===== src/sile_regs.svh =====
`ifndef SILE_REGS_SVH
`define SILE_REGS_SVH
// Purpose: constants of the start interlock and edit lock block
// Assumes: REF_CLK at 40 MHz
// Notes: times in microseconds, counts derived from them
`define SILE_CLK_MHZ 40
`define SILE_CLR_MIN_US 12000
`define SILE_CLR_MIN_CYC (`SILE_CLR_MIN_US * `SILE_CLK_MHZ)
`define SILE_CNT_W 20
`define SILE_FUNC_INTERLOCK 8'h0D
`define SILE_FUNC_EDIT_LOCK 8'h0F
`define SILE_ERR_INTERLOCK 8'h0D
`define SILE_ERR_NONE 8'h00
`endif


===== src/sile_pkg.sv =====
// Purpose: types of the start interlock and edit lock block
// Assumes: nothing beyond sile_regs.svh
// Notes: run state is one-hot
`include "sile_regs.svh"
package sile_pkg;
    typedef enum logic [3:0] {
        SILE_POWERUP = 4'h1,
        SILE_STOP = 4'h2,
        SILE_RUN = 4'h4,
        SILE_TRIP = 4'h8
    } sile_state_type;
    typedef struct packed {
        sile_state_type state;
        logic [2:0] run_sync;
        logic [2:0] clr_sync;
        logic [2:0] il_sync;
        logic [2:0] el_sync;
        logic run_f;
        logic clr_f;
        logic il_f;
        logic el_f;
        logic checked;
        logic [`SILE_CNT_W-1:0] clr_cnt;
        logic clr_long;
        logic run_out;
        logic alarm;
        logic [7:0] err;
        logic write_ok;
        logic freq_ok;
    } sile_all_type;
endpackage : sile_pkg


===== src/sile_top.sv =====
// Purpose: powerup start interlock and parameter edit lock
// Assumes: RST is applied at each power-on; terminals are asynchronous
// Notes: keypad reset pulse is synchronous to REF_CLK
`include "sile_regs.svh"
module sile_top
    import sile_pkg::*;
#(
    parameter int unsigned CLR_MIN_CYC = `SILE_CLR_MIN_CYC
) (
    // clock and reset
    input wire logic REF_CLK,
    input wire logic RST,
    // control terminals
    input wire logic RUN_CMD,
    input wire logic FAULT_CLEAR_INPUT,
    input wire logic POWERUP_START_INTERLOCK,
    input wire logic PARAMETER_EDIT_LOCK,
    // keypad and settings
    input wire logic KEYPAD_RESET,
    input wire logic LOCK_SCOPE_SETTING,
    // edit requests
    input wire logic KEYPAD_EDIT_REQ,
    input wire logic REMOTE_EDIT_REQ,
    input wire logic EDIT_IS_FREQ,
    // status
    output logic MOTOR_RUN,
    output logic ALARM,
    output logic [7:0] ERROR_CODE,
    output logic EDIT_ACCEPT,
    output logic EDIT_REJECT,
    output logic PARAM_WRITE_EN,
    output logic FREQ_WRITE_EN
);

    sile_all_type s_reg;
    sile_all_type s_next;
    logic clr_release;
    logic reset_any;
    logic edit_req;
    logic edit_ok;

    ////////////////////////////////////////////////////////////////////
    // combinational next state

    always_comb begin
        s_next = s_reg;
        // change counts once stages two and three agree
        s_next.run_sync = {s_reg.run_sync[1:0], RUN_CMD};
        s_next.clr_sync = {s_reg.clr_sync[1:0], FAULT_CLEAR_INPUT};
        s_next.il_sync = {s_reg.il_sync[1:0], POWERUP_START_INTERLOCK};
        s_next.el_sync = {s_reg.el_sync[1:0], PARAMETER_EDIT_LOCK};
        if (s_reg.run_sync[2] == s_reg.run_sync[1]) begin
            s_next.run_f = s_reg.run_sync[2];
        end
        if (s_reg.clr_sync[2] == s_reg.clr_sync[1]) begin
            s_next.clr_f = s_reg.clr_sync[2];
        end
        if (s_reg.il_sync[2] == s_reg.il_sync[1]) begin
            s_next.il_f = s_reg.il_sync[2];
        end
        if (s_reg.el_sync[2] == s_reg.el_sync[1]) begin
            s_next.el_f = s_reg.el_sync[2];
        end
        // pulse width measured while held; release fires the reset
        if (s_reg.clr_f) begin
            if (s_reg.clr_cnt >= `SILE_CNT_W'(CLR_MIN_CYC - 1)) begin
                s_next.clr_long = 1'b1;
            end else begin
                s_next.clr_cnt = s_reg.clr_cnt + `SILE_CNT_W'(1);
            end
        end else begin
            s_next.clr_cnt = '0;
            s_next.clr_long = 1'b0;
        end
        case (s_reg.state)
            SILE_POWERUP: begin
                // wait for filters to settle before one-shot check
                if (s_reg.checked) begin
                    s_next.checked = 1'b0;
                    if (s_reg.run_f && s_reg.il_f) begin
                        s_next.state = SILE_TRIP;
                        s_next.alarm = 1'b1;
                        s_next.err = `SILE_ERR_INTERLOCK;
                    end else if (s_reg.run_f) begin
                        s_next.state = SILE_RUN;
                        s_next.run_out = 1'b1;
                    end else begin
                        s_next.state = SILE_STOP;
                    end
                end else if (s_reg.run_sync[2] == s_reg.run_sync[1]
                    && s_reg.il_sync[2] == s_reg.il_sync[1]) begin
                    s_next.checked = 1'b1;
                end
            end
            SILE_STOP: begin
                // later run commands never trip again
                if (s_reg.run_f) begin
                    s_next.state = SILE_RUN;
                    s_next.run_out = 1'b1;
                end
            end
            SILE_RUN: begin
                if (!s_reg.run_f) begin
                    s_next.state = SILE_STOP;
                    s_next.run_out = 1'b0;
                end else if (reset_any) begin
                    s_next.state = SILE_RUN;
                end
            end
            SILE_TRIP: begin
                if (!s_reg.run_f) begin
                    s_next.state = SILE_STOP;
                    s_next.alarm = 1'b0;
                    s_next.err = `SILE_ERR_NONE;
                end else if (reset_any) begin
                    // run still active: resume at once
                    s_next.state = SILE_RUN;
                    s_next.run_out = 1'b1;
                    s_next.alarm = 1'b0;
                    s_next.err = `SILE_ERR_NONE;
                end
            end
            default: begin
                s_next.state = SILE_STOP;
                s_next.run_out = 1'b0;
            end
        endcase
        // edit lock; frequency exempt only when scope bit low
        s_next.write_ok = edit_req && !s_reg.el_f && !EDIT_IS_FREQ;
        s_next.freq_ok = edit_req && EDIT_IS_FREQ
            && (!s_reg.el_f || !LOCK_SCOPE_SETTING);
    end

    assign clr_release = s_reg.clr_long && !s_reg.clr_f
        && s_reg.clr_sync[2] == s_reg.clr_sync[1];
    assign reset_any = clr_release || KEYPAD_RESET;
    assign edit_req = KEYPAD_EDIT_REQ || REMOTE_EDIT_REQ;
    assign edit_ok = !s_reg.el_f
        || (EDIT_IS_FREQ && !LOCK_SCOPE_SETTING);

    ////////////////////////////////////////////////////////////////////
    // state register

    always_ff @(posedge REF_CLK) begin
        if (RST) begin
            s_reg <= '0;
            s_reg.state <= SILE_POWERUP;
            // run and interlock filters keep sampling through reset:
            // a cleared chain looks settled and hides a held run
            s_reg.run_sync <= s_next.run_sync;
            s_reg.run_f <= s_next.run_f;
            s_reg.il_sync <= s_next.il_sync;
            s_reg.il_f <= s_next.il_f;
        end else begin
            s_reg <= s_next;
        end
    end

    ////////////////////////////////////////////////////////////////////
    // outputs

    assign MOTOR_RUN = s_reg.run_out;
    assign ALARM = s_reg.alarm;
    assign ERROR_CODE = s_reg.err;
    assign EDIT_ACCEPT = edit_req && edit_ok;
    assign EDIT_REJECT = edit_req && !edit_ok;
    assign PARAM_WRITE_EN = s_reg.write_ok;
    assign FREQ_WRITE_EN = s_reg.freq_ok;

    ////////////////////////////////////////////////////////////////////
    // checks

    property p_lock_blocks;
        @(posedge REF_CLK) disable iff (RST)
        s_reg.el_f && KEYPAD_EDIT_REQ && !EDIT_IS_FREQ |-> EDIT_REJECT;
    endproperty
    a_lock_blocks: assert property (p_lock_blocks)
        else $error("edit accepted while locked");

    property p_unlocked_ok;
        @(posedge REF_CLK) disable iff (RST)
        !s_reg.el_f && REMOTE_EDIT_REQ |-> EDIT_ACCEPT;
    endproperty
    a_unlocked_ok: assert property (p_unlocked_ok)
        else $error("edit refused while unlocked");

    property p_write_follows;
        @(posedge REF_CLK) disable iff (RST)
        KEYPAD_EDIT_REQ && !EDIT_IS_FREQ && !s_reg.el_f
            |=> PARAM_WRITE_EN;
    endproperty
    a_write_follows: assert property (p_write_follows)
        else $error("unlocked edit not written");

    property p_scope;
        @(posedge REF_CLK) disable iff (RST)
        s_reg.el_f && EDIT_IS_FREQ && KEYPAD_EDIT_REQ
            |-> EDIT_ACCEPT == !LOCK_SCOPE_SETTING;
    endproperty
    a_scope: assert property (p_scope)
        else $error("frequency exemption wrong");

    property p_trip_code;
        @(posedge REF_CLK) disable iff (RST)
        s_reg.state == SILE_TRIP |-> ALARM && !MOTOR_RUN
            && ERROR_CODE == `SILE_ERR_INTERLOCK;
    endproperty
    a_trip_code: assert property (p_trip_code)
        else $error("trip without stop and code");

    property p_trip_entry;
        @(posedge REF_CLK) disable iff (RST)
        s_reg.state == SILE_POWERUP && s_reg.checked && s_reg.run_f
            && s_reg.il_f |=> s_reg.state == SILE_TRIP;
    endproperty
    a_trip_entry: assert property (p_trip_entry)
        else $error("interlock did not trip");

    property p_free_start;
        @(posedge REF_CLK) disable iff (RST)
        s_reg.state == SILE_POWERUP && s_reg.checked && s_reg.run_f
            && !s_reg.il_f |=> MOTOR_RUN;
    endproperty
    a_free_start: assert property (p_free_start)
        else $error("powerup run not started");

    property p_resume;
        @(posedge REF_CLK) disable iff (RST)
        s_reg.state == SILE_TRIP && s_reg.run_f && reset_any
            |=> MOTOR_RUN && !ALARM;
    endproperty
    a_resume: assert property (p_resume)
        else $error("reset did not resume run");

    property p_drop_clears;
        @(posedge REF_CLK) disable iff (RST)
        s_reg.state == SILE_TRIP && !s_reg.run_f
            |=> !ALARM && !MOTOR_RUN;
    endproperty
    a_drop_clears: assert property (p_drop_clears)
        else $error("run drop did not clear");

    property p_once;
        @(posedge REF_CLK) disable iff (RST)
        s_reg.state != SILE_POWERUP && s_reg.state != SILE_TRIP
            |=> s_reg.state != SILE_TRIP;
    endproperty
    a_once: assert property (p_once)
        else $error("late interlock trip");

    property p_short_clear;
        @(posedge REF_CLK) disable iff (RST)
        $fell(s_reg.clr_f) && $past(s_reg.clr_cnt) < CLR_MIN_CYC - 1
            |-> !clr_release;
    endproperty
    a_short_clear: assert property (p_short_clear)
        else $error("short reset pulse accepted");

    property p_stop_holds;
        @(posedge REF_CLK) disable iff (RST)
        s_reg.state == SILE_STOP && !s_reg.run_f
            |=> !MOTOR_RUN && !ALARM;
    endproperty
    a_stop_holds: assert property (p_stop_holds)
        else $error("stopped output started without run");

    property p_alarm_clear;
        @(posedge REF_CLK) disable iff (RST)
        s_reg.state == SILE_TRIP && clr_release |=> !ALARM;
    endproperty
    a_alarm_clear: assert property (p_alarm_clear)
        else $error("terminal reset left alarm on");

    property p_lock_write;
        @(posedge REF_CLK) disable iff (RST)
        s_reg.el_f && edit_req && !EDIT_IS_FREQ |=> !PARAM_WRITE_EN;
    endproperty
    a_lock_write: assert property (p_lock_write)
        else $error("parameter written while locked");

    property p_freq_locked;
        @(posedge REF_CLK) disable iff (RST)
        s_reg.el_f && LOCK_SCOPE_SETTING && edit_req
            |=> !FREQ_WRITE_EN;
    endproperty
    a_freq_locked: assert property (p_freq_locked)
        else $error("frequency written under full lock");

    property p_freq_free;
        @(posedge REF_CLK) disable iff (RST)
        !s_reg.el_f && REMOTE_EDIT_REQ && EDIT_IS_FREQ
            |=> FREQ_WRITE_EN;
    endproperty
    a_freq_free: assert property (p_freq_free)
        else $error("unlocked frequency edit not written");

    property p_quiet;
        @(posedge REF_CLK) disable iff (RST)
        s_reg.state != SILE_TRIP
            |-> !ALARM && ERROR_CODE == `SILE_ERR_NONE;
    endproperty
    a_quiet: assert property (p_quiet)
        else $error("alarm or code outside trip");

endmodule : sile_top


===== config.mk =====
export PLATFORM = sky130hd
export DESIGN_NAME = sile_top
export DESIGN_NICKNAME = d
export VERILOG_FILES = /design/src/sile_pkg.sv /design/src/sile_top.sv
export VERILOG_INCLUDE_DIRS = /design/src
export SDC_FILE = /design/constraint.sdc
export NUM_CORES = 1
export LEC_CHECK = 0
export BUFFER_PORTS_ARGS = -buffer_cell sky130_fd_sc_hd__buf_2
export CORE_UTILIZATION = 40
export CTS_BUF_LIST = sky130_fd_sc_hd__clkbuf_8
export DETAILED_ROUTE_END_ITERATION = 10
export MAX_ROUTING_LAYER = met4
export PLACE_DENSITY = 0.54
export SLEW_MARGIN = 20
export SYNTH_ARGS = -nofsm -noshare
export SYNTH_HDL_FRONTEND = slang
export SYNTH_SLANG_ARGS = --single-unit

===== constraint.sdc =====
create_clock -name REF_CLK -period 3.53 [get_ports REF_CLK]
set_input_delay 0.1765 -clock REF_CLK [delete_from_list [all_inputs] [get_ports REF_CLK]]
set_output_delay 0.1765 -clock REF_CLK [all_outputs]
set_load 0.03 [all_outputs]

==> impl_metrics.csv, run 1 <==
group,metric,value,unit
layout,most-common-layout-cells,"44 x dfxtp_1, 19 x buf_2, 18 x a21oi_1",
cts,htreeDepth,2,
setup_path,slowest_delay,0.64,ns
yosys,synth_edf_count,2,
setup_path,startpoint_type,"flop",
setup_path,worstPathMaxFanout,30,
cts,cts_root_buf,"clkbuf_8",
hold_path,hp-start,"EDIT_IS_FREQ",
layout,instances_no_fill,318,
sta,fin_crit_sh,0.659,
yosys,synth_cell_types,51,
pwr,ir_drop,203,uV
flow_run,cap_violations,0,
yosys,synth_cells,238,
global_routing,grt.total_usage,0.147,
yosys,syn_area,2080,um^2
sta,setup_ws,1.20,ns
place,finalWeightedCongestion,0.836,
die,io_pins,25,
global_routing,grt_pass1_wl,6090,um
layout,area_growth,8.80,%
yosys,synth_top_family_by_area,"simple AND/OR/NAND/NOR gates",
sta,relSlewSlack,0.297,
die,core,4850,um^2
global_routing,antenna_found_initial,0,
pwr,power.total,1.14,mW
cts,insertion_delay,0.29,ns
setup_path,reg2reg_depth,6,
setup_path,crit_type,"flop to flop",
cts,clkTransAtPathRegs,0.08,ns
cts,post-cts-setup-buffers,0,
place,dp_cells,308,
place,dpl.hpwl,2540,um
place,place_area,2160,um^2
sta,fin_hold_ws,0.0624,ns
setup_path,cp.buffers_inverters,0,
sta,tightest_slew,1.05,ns
cts,cts-buffers-inserted,5,
sta,period_needed,2.33,ns
hold_path,whs_path_depth,2,
place,place_ws,1.23,ns
global_routing,grt_max_degree,31,
setup_path,reg2reg_from,"s_reg[13]$_SDFFE_PP0N_",
outcome,status,"complete, no violations",
cts,post_cts_resized,0,
die,rows,25,
cts,clock_sinks,46,
sta,maxSlewViolCount,0,
yosys,synthAdderAreaFrac,0.00602,
layout,fin_nets,262,
cts,cts_tree,"yes",
setup_path,crit_path_top_delay_cell,"or4_1",
layout,n_antenna_cell,0,
die,die_w,74.1,um
global_routing,first_global_vias,1426,
setup_path,crit_chain,"ha_1, and4_1, a41oi_1, o221ai_2, or4_1, a21oi_1",
routing,ant_nets,0,
setup_path,cp.required,3.74,ns
yosys,yosys_register_bits,46,
routing,dr.pass1.iters,4,
yosys,synth-simple-area-share,0.243,
hold_path,hold_class,"input port to flop",
sta,tns,0,ns
layout,drive_above_1_share,0.135,
yosys,synth_compound_area_frac,0.184,
layout,utilization,0.466,
sta,finalSetupViolations,0,
routing,dr.first_iter.drc_count,82,
setup_path,crit_family,"simple AND/OR/NAND/NOR gates",
yosys,synthFlopType,"dfxtp_1",
setup_path,ff2ff_setup_slack,1.20,ns
die,die_y,74.1,um
yosys,synth_warnings,0,
setup_path,end_kind,"flop",
yosys,synth_area_per_cell,8.73,um^2
routing,routed_via_density,5.22,
die,initial_core_util,0.428,
place,io_buffers,19,
sta,max_freq,430,MHz
yosys,synth_async_sr_flop_share,0,
cts,cts_buffer_depth,2,
die,die_area,5480,um^2
sta,clock_skew,0.00713,ns
layout,largest_reg_flops,34,
yosys,synth_xor_area_frac,0.0253,
sta,grt_setup_unrepaired,"false",
routing,routed_wl,3640,um
sta,finalHoldViolCount,0,
hold_path,min_to,"PARAM_WRITE_EN$_SDFF_PP0_",
layout,final_common_cell,"dfxtp_1",
pwr,p_leak,0.755,nW
routing,num_vias,1660,
routing,drc_errors,0,
layout,design_area,2260,um^2
pwr,p_per_area,503,nW/um^2
global_routing,grt-ovfl-total,0,
yosys,synth_mux_area_frac,0.0151,
setup_path,timing.rr.end,"s_reg[22]$_SDFFE_PP0N_",
routing,drt-wirelength-per-cell,11.5,um
setup_path,critPathArrivalTime,2.54,ns
yosys,yosysSeqAreaShare,0.453,
==> cell type report <==
type,count,area (um^2)
clock inverters,3,13.8
well taps,67,83.8
multi-input cells,167,1000
inverters,9,33.8
clock buffers,5,68.8
flip-flops and latches,46,941
repair buffers,21,115
fillers,477,2590
==> routing by layer <==
metal | vias to the layer above | part of all wire | GRT usage
met3 | 5 | 0.021 | 0.0325
met1 | 760 | 0.50 | 0.175
met5 | - | 0 | -
met4 | 0 | 0.018 | 0.0662
met2 | 24 | 0.46 | 0.235
li1 | 871 | - | -
==> kinds of logic (layout without fill, tap and decap cells) <==
group | after synthesis | count (layout)
adder cells (fa/ha/maj) | 1 | 1
other | 1 | 5
XOR/XNOR | 6 | 6
AND/OR/NAND/NOR | 93 | 93
AO/OA/AOI/OAI | 59 | 59
multiplexers | 3 | 3
buffers and inverters | 29 | 38
flip-flops | 46 | 46
==> how the worst max path moves through the flow <==
stage          cells after the start                     end                    from
3_3_place_gp                       6  s_reg[22]$_SDFFE_PP0N_  s_reg[13]$_SDFFE_PP0N_
3_5_place_dp                       6  s_reg[22]$_SDFFE_PP0N_  s_reg[13]$_SDFFE_PP0N_
2_1_floorplan                      6  s_reg[27]$_SDFFE_PP0N_  s_reg[13]$_SDFFE_PP0N_
6_report                           6  s_reg[22]$_SDFFE_PP0N_  s_reg[13]$_SDFFE_PP0N_
5_1_grt                            6  s_reg[18]$_SDFFE_PP0N_  s_reg[14]$_SDFFE_PP0N_
4_1_cts                            6  s_reg[22]$_SDFFE_PP0N_  s_reg[13]$_SDFFE_PP0N_
==> cells in the mapped netlist (2+ instances only) <==
master,count,share of area
nor4b_1,2,0.0084
xnor2_1,3,0.013
o211ai_1,2,0.0072
nor2b_1,6,0.018
nor4_1,4,0.012
nor2_1,17,0.031
nand2b_1,8,0.024
inv_1,9,0.016
a211oi_1,2,0.0072
or2_2,5,0.015
a41oi_1,2,0.0084
a21oi_1,18,0.043
nand3b_1,2,0.0072
buf_4,8,0.029
o31ai_1,4,0.014
nor3_1,6,0.014
clkbuf_1,9,0.016
a31oi_1,3,0.0090
edfxtp_1,2,0.029
a221oi_1,2,0.0084
nand2_1,14,0.025
dfxtp_1,44,0.42
mux2i_1,2,0.0096
or4_1,4,0.014
nand3_1,9,0.022
or3_1,10,0.030
o21ai_0,14,0.034
and3_1,2,0.0060
xor2_1,3,0.013
==> what timing repair did <==
action                                  CTS  global route
endpoints found under the setup margin    0             0
endpoints found under the hold margin     2             0
hold buffers                              2             0
==> report_power, final <==
group | total [mW] | switching (mW) | leakage, nW | internal, mW
combinational | 0.238 | 0.126 | 0.327 | 0.111
clock | 0.297 | 0.162 | 0.0491 | 0.134
sequential | 0.603 | 0.0473 | 0.379 | 0.556
(Power assumes the default switching activity.)
==> run 2, diff against run 1 <==
--- a/config.mk
+++ b/config.mk
@@ -11,7 +11,7 @@
 export CTS_BUF_LIST = sky130_fd_sc_hd__clkbuf_8
 export DETAILED_ROUTE_END_ITERATION = 10
 export MAX_ROUTING_LAYER = met4
-export PLACE_DENSITY = 0.54
+export PLACE_DENSITY = 0.57
 export SLEW_MARGIN = 20
 export SYNTH_ARGS = -nofsm -noshare
 export SYNTH_HDL_FRONTEND = slang
==> constraint.sdc (replaced) <==
create_clock -name REF_CLK -period 1.92 [get_ports REF_CLK]
set_input_delay 0.096 -clock REF_CLK [delete_from_list [all_inputs] [get_ports REF_CLK]]
set_output_delay 0.096 -clock REF_CLK [all_outputs]
set_load 0.03 [all_outputs]
==> impl_metrics.csv, run 2 (same netlist as run 1, synthesis figures left out) <==
group,metric,value,unit
setup_path,cp.required,2.15,ns
flow_run,cap_violations,0,
sta,period_needed,1.84,ns
global_routing,grt.total_usage,0.166,
cts,clock_sinks,46,
routing,drc_errors,0,
setup_path,slowest_delay,0.50,ns
cts,cts_tree,"yes",
cts,clkTransAtPathRegs,0.09,ns
layout,design_area,2450,um^2
layout,n_antenna_cell,0,
sta,finalHoldViolCount,0,
global_routing,grt-ovfl-total,0,
setup_path,critPathArrivalTime,2.07,ns
sta,maxSlewViolCount,0,
place,place_area,2280,um^2
layout,final_common_cell,"dfxtp_1",
die,core,4850,um^2
layout,drive_above_1_share,0.214,
global_routing,first_global_vias,1572,
die,io_pins,25,
hold_path,hp-start,"PARAMETER_EDIT_LOCK",
sta,tns,0,ns
setup_path,crit_path_top_delay_cell,"or4_1",
setup_path,worstPathMaxFanout,5,
die,die_area,5480,um^2
routing,dr.first_iter.drc_count,65,
sta,finalSetupViolations,0,
routing,drt-wirelength-per-cell,11.8,um
setup_path,end_kind,"flop",
layout,largest_reg_flops,34,
setup_path,crit_type,"flop to flop",
die,die_y,74.1,um
cts,cts_buffer_depth,2,
setup_path,timing.rr.end,"s_reg[27]$_SDFFE_PP0N_",
sta,clock_skew,0.00879,ns
die,rows,25,
global_routing,antenna_found_initial,0,
pwr,ir_drop,394,uV
routing,routed_via_density,5.11,
sta,grt_setup_unrepaired,"false",
hold_path,whs_path_depth,2,
routing,ant_nets,0,
place,io_buffers,19,
sta,max_freq,542,MHz
routing,num_vias,1727,
layout,area_growth,17.8,%
hold_path,min_to,"s_next[39]$_SDFF_PP0_",
routing,routed_wl,4000,um
layout,fin_nets,282,
die,initial_core_util,0.428,
global_routing,grt_max_degree,21,
pwr,p_per_area,865,nW/um^2
layout,nFillCells,475,
hold_path,hold_class,"input port to flop",
cts,insertion_delay,0.29,ns
pwr,p_leak,0.858,nW
place,dpl.hpwl,2800,um
layout,most-common-layout-cells,"41 x dfxtp_1, 19 x buf_2, 17 x nor2_1, 17 x a21oi_1, 17 x buf_4",
setup_path,ff2ff_setup_slack,0.08,ns
outcome,status,"complete, no violations",
sta,fin_crit_sh,0.961,
setup_path,reg2reg_depth,7,
layout,utilization,0.505,
cts,cts-buffers-inserted,5,
setup_path,startpoint_type,"flop",
cts,htreeDepth,2,
die,die_w,74.1,um
cts,cts_root_buf,"clkbuf_8",
global_routing,grt_pass1_wl,6890,um
setup_path,reg2reg_from,"s_reg[13]$_SDFFE_PP0N_",
routing,dr.pass1.iters,4,
place,finalWeightedCongestion,0.857,
setup_path,crit_chain,"ha_2, and4_4, buf_4, nand2_1, or2_4, or4_1, a21oi_1",
[run 2: changes by cell type in the layout (fill, tap and decap cells not counted), sizes merged]
| cell | change |
|---|---|
| dlygate4sd3 | +3 |
| buf | +17 |
[run 2: worst max-delay path: cells and delay by family (launching register included)]
kind                       cells  cell delay [ns]
AOI/OAI and AO/OA              1             0.13
buffers and inverters          1             0.11
adders and majority gates      1             0.17
DFF                            1             0.34
and+or+nand+nor                4             1.03
[run 2: report_power, final]
group | internal (mW) | switching, mW
combinational | 0.209 | 0.237
sequential | 1.02 | 0.0865
clock | 0.248 | 0.314
[run 2: layout make-up]
class | count | area, um^2 | area share
multi-input cells | 167 | 1030 | 0.421
flip-flops and latches | 46 | 945 | 0.386
repair buffers | 41 | 273 | 0.111
well taps | 67 | 83.8 | 0.0343
clock buffers | 5 | 68.8 | 0.0281
inverters | 9 | 33.8 | 0.0138
clock inverters | 3 | 13.8 | 0.00562
[run 2: timing repair]
action	in CTS	in global routing
pin swaps	1	4
hold buffers	4	1
endpoints found under the setup margin	2	7
gates resized for setup	3	6
hold endpoints to repair	4	1
buffers inserted	0	1
[run 2: how the worst max path moves through the flow]
stage | cells past startpoint | from | end
after floorplan | 6 | s_reg[13]$_SDFFE_PP0N_ | s_reg[27]$_SDFFE_PP0N_
after global placement | 7 | s_reg[13]$_SDFFE_PP0N_ | s_reg[27]$_SDFFE_PP0N_
after detailed placement | 7 | s_reg[13]$_SDFFE_PP0N_ | s_reg[20]$_SDFFE_PP0N_
after CTS | 7 | s_reg[13]$_SDFFE_PP0N_ | s_reg[20]$_SDFFE_PP0N_
after global routing | 7 | s_reg[13]$_SDFFE_PP0N_ | s_reg[20]$_SDFFE_PP0N_
final | 7 | s_reg[13]$_SDFFE_PP0N_ | s_reg[27]$_SDFFE_PP0N_
[run 2: metal layers]
layer	GRT usage	vias to the layer above	part of all wire
met2	0.273	23	0.48
met3	0.0366	5	0.026
li1	-	905	-
met5	-	-	0
met1	0.202	794	0.49
met4	0.0513	0	0.010
[run 2: per-stage QoR]
step	power, mW	hold slack (ns)	setup slack (ns)	std cells
final	2.12	0.00822	0.0758	338
after global placement	1.57	0.198	0.0293	324
after detailed placement	1.57	0.201	-0.0457	324
after CTS	2.14	0.00303	0.0156	336
after global routing	2.26	0.0258	0.00597	338
after floorplan	1.51	0.124	0.0314	242
==> run 3, diff against run 2 <==
--- a/config.mk
+++ b/config.mk
@@ -8,7 +8,6 @@
 export LEC_CHECK = 0
 export BUFFER_PORTS_ARGS = -buffer_cell sky130_fd_sc_hd__buf_2
 export CORE_UTILIZATION = 40
-export CTS_BUF_LIST = sky130_fd_sc_hd__clkbuf_8
 export DETAILED_ROUTE_END_ITERATION = 10
 export MAX_ROUTING_LAYER = met4
 export PLACE_DENSITY = 0.57
==> impl_metrics.csv, run 3 (same netlist as run 1, synthesis figures left out) <==
group,metric,value,unit
setup_path,startpoint_type,"flop",
routing,drc_errors,0,
routing,drt-wirelength-per-cell,11.8,um
routing,ant_nets,0,
setup_path,path_depth,7,
layout,area_growth,17.8,%
layout,drive_above_1_share,0.214,
setup_path,end_kind,"flop",
setup_path,reg2reg_depth,7,
die,initial_core_util,0.428,
pwr,p_seq_frac,0.523,
die,die_w,74.1,um
layout,nFillCells,475,
place,dp_cells,324,
outcome,status,"complete, no violations",
setup_path,ff2ff_setup_slack,0.08,ns
sta,maxSlewViolCount,0,
layout,most-common-layout-cells,"41 x dfxtp_1, 19 x buf_2, 17 x nor2_1, 17 x a21oi_1, 17 x buf_4",
place,dpl.hpwl,2800,um
routing,dr.first_iter.drc_count,65,
hold_path,hold_class,"input port to flop",
cts,cts-buffers-inserted,5,
flow_run,cap_violations,0,
setup_path,crit_chain,"ha_2, and4_4, buf_4, nand2_1, or2_4, or4_1, a21oi_1",
place,io_buffers,19,
setup_path,crit_type,"flop to flop",
global_routing,antenna_found_initial,0,
layout,n_antenna_cell,0,
layout,regArea,945,um^2
hold_path,whs_path_depth,2,
sta,max_freq,543,MHz
routing,routed_via_density,5.12,
layout,fin_nets,282,
cts,cts_tree,"yes",
sta,grt_setup_unrepaired,"false",
sta,fin_hold_ws,0.00824,ns
pwr,switchingPower,639,uW
global_routing,grt_max_degree,21,
pwr,p_int,1.48,mW
layout,largest_reg_flops,34,
place,place_area,2280,um^2
global_routing,grt.total_usage,0.166,
layout,final_common_cell,"dfxtp_1",
cts,clkTransAtPathRegs,0.09,ns
die,io_pins,25,
setup_path,crit_family,"simple AND/OR/NAND/NOR gates",
setup_path,worstPathMaxFanout,5,
setup_path,crit_path_top_delay_cell,"or4_1",
setup_path,cp.required,2.15,ns
pwr,ir_drop,395,uV
setup_path,cp.buffers_inverters,1,
layout,design_area,2450,um^2
pwr,combPwrFrac,0.210,
routing,num_vias,1729,
sta,clock_skew,0.00876,ns
pwr,p_clk_frac,0.267,
pwr,p_per_area,867,nW/um^2
die,rows,25,
cts,cts_root_buf,"clkbuf_8",
setup_path,critPathArrivalTime,2.07,ns
global_routing,grt-ovfl-total,0,
layout,instances_no_fill,338,
sta,finalSetupViolations,0,
sta,finalHoldViolCount,0,
pwr,p_leak,0.854,nW
cts,cts_buffer_depth,2,
cts,clock_sinks,46,
layout,multiInputGateArea,1030,um^2
routing,dr.pass1.iters,4,
setup_path,slowest_delay,0.50,ns
place,finalWeightedCongestion,0.857,
pwr,power.share.switching,0.301,
global_routing,first_global_vias,1572,
global_routing,grt_pass1_wl,6890,um
die,core,4850,um^2
die,die_y,74.1,um
sta,period_needed,1.84,ns
cts,insertion_delay,0.29,ns
routing,routed_wl,4010,um
sta,fin_crit_sh,0.959,
die,die_area,5480,um^2
cts,htreeDepth,2,
[run 3: cell count changes in the layout (fill, tap and decap cells not counted)]
cell and change:
inv_1 -1, clkbuf_1 +1
[run 3: power groups by stage]
stage                     clock (mW)  sequential [mW]  combinational (mW)
after CTS                      0.593             1.11               0.445
after global placement             0             1.13               0.439
after detailed placement           0             1.13               0.436
after floorplan                    0             1.10               0.407
after global routing           0.632             1.12               0.504
final                          0.567             1.11               0.446
[run 3: worst paths after layout]
kind / startpoint / endpoint
worst min-delay path: PARAMETER_EDIT_LOCK / s_next[39]$_SDFF_PP0_
worst max register to register: s_reg[13]$_SDFFE_PP0N_ / s_reg[27]$_SDFFE_PP0N_
worst max-delay path: s_reg[13]$_SDFFE_PP0N_ / s_reg[27]$_SDFFE_PP0N_
worst min register to register: s_next[42]$_DFF_P_ / s_next[43]$_DFF_P_
[run 3: per-stage QoR]
stage	total power, mW	TNS (ns)	setup slack [ns]	util
4_1_cts	2.15	0	0.0156	0.498
5_1_grt	2.26	0	0.00597	0.505
2_1_floorplan	1.51	0	0.0314	-
3_5_place_dp	1.57	-0.0457	-0.0457	0.470
3_3_place_gp	1.57	0	0.0293	0.470
6_report	2.12	0	0.0791	0.505
[run 3: timing repair]
action / 4_1_cts / 5_1_grt
endpoints found under the hold margin: 4 / 1
buffers inserted: 0 / 1
pin swaps: 1 / 4
hold buffers: 4 / 1
endpoints found under the setup margin: 2 / 7
gates resized for setup: 3 / 6
[run 3: layout make-up]
cell class	instances	area share
multi-input cells	167	0.421
flip-flops and latches	46	0.386
repair buffers	41	0.111
well taps	67	0.0343
clock buffers	6	0.0297
inverters	9	0.0138
clock inverters	2	0.00409
[run 3: per-layer routing]
| metal | up-vias | part of all wire | track usage | routed length (um) |
|---|---|---|---|---|
| met1 | 798 | 0.49 | 0.202 | 1950 |
| met4 | 0 | 0.010 | 0.0513 | 40 |
| met2 | 21 | 0.48 | 0.273 | 1910 |
| met5 | - | 0 | - | 0 |
| li1 | 905 | - | - | - |
| met3 | 5 | 0.025 | 0.0366 | 102 |
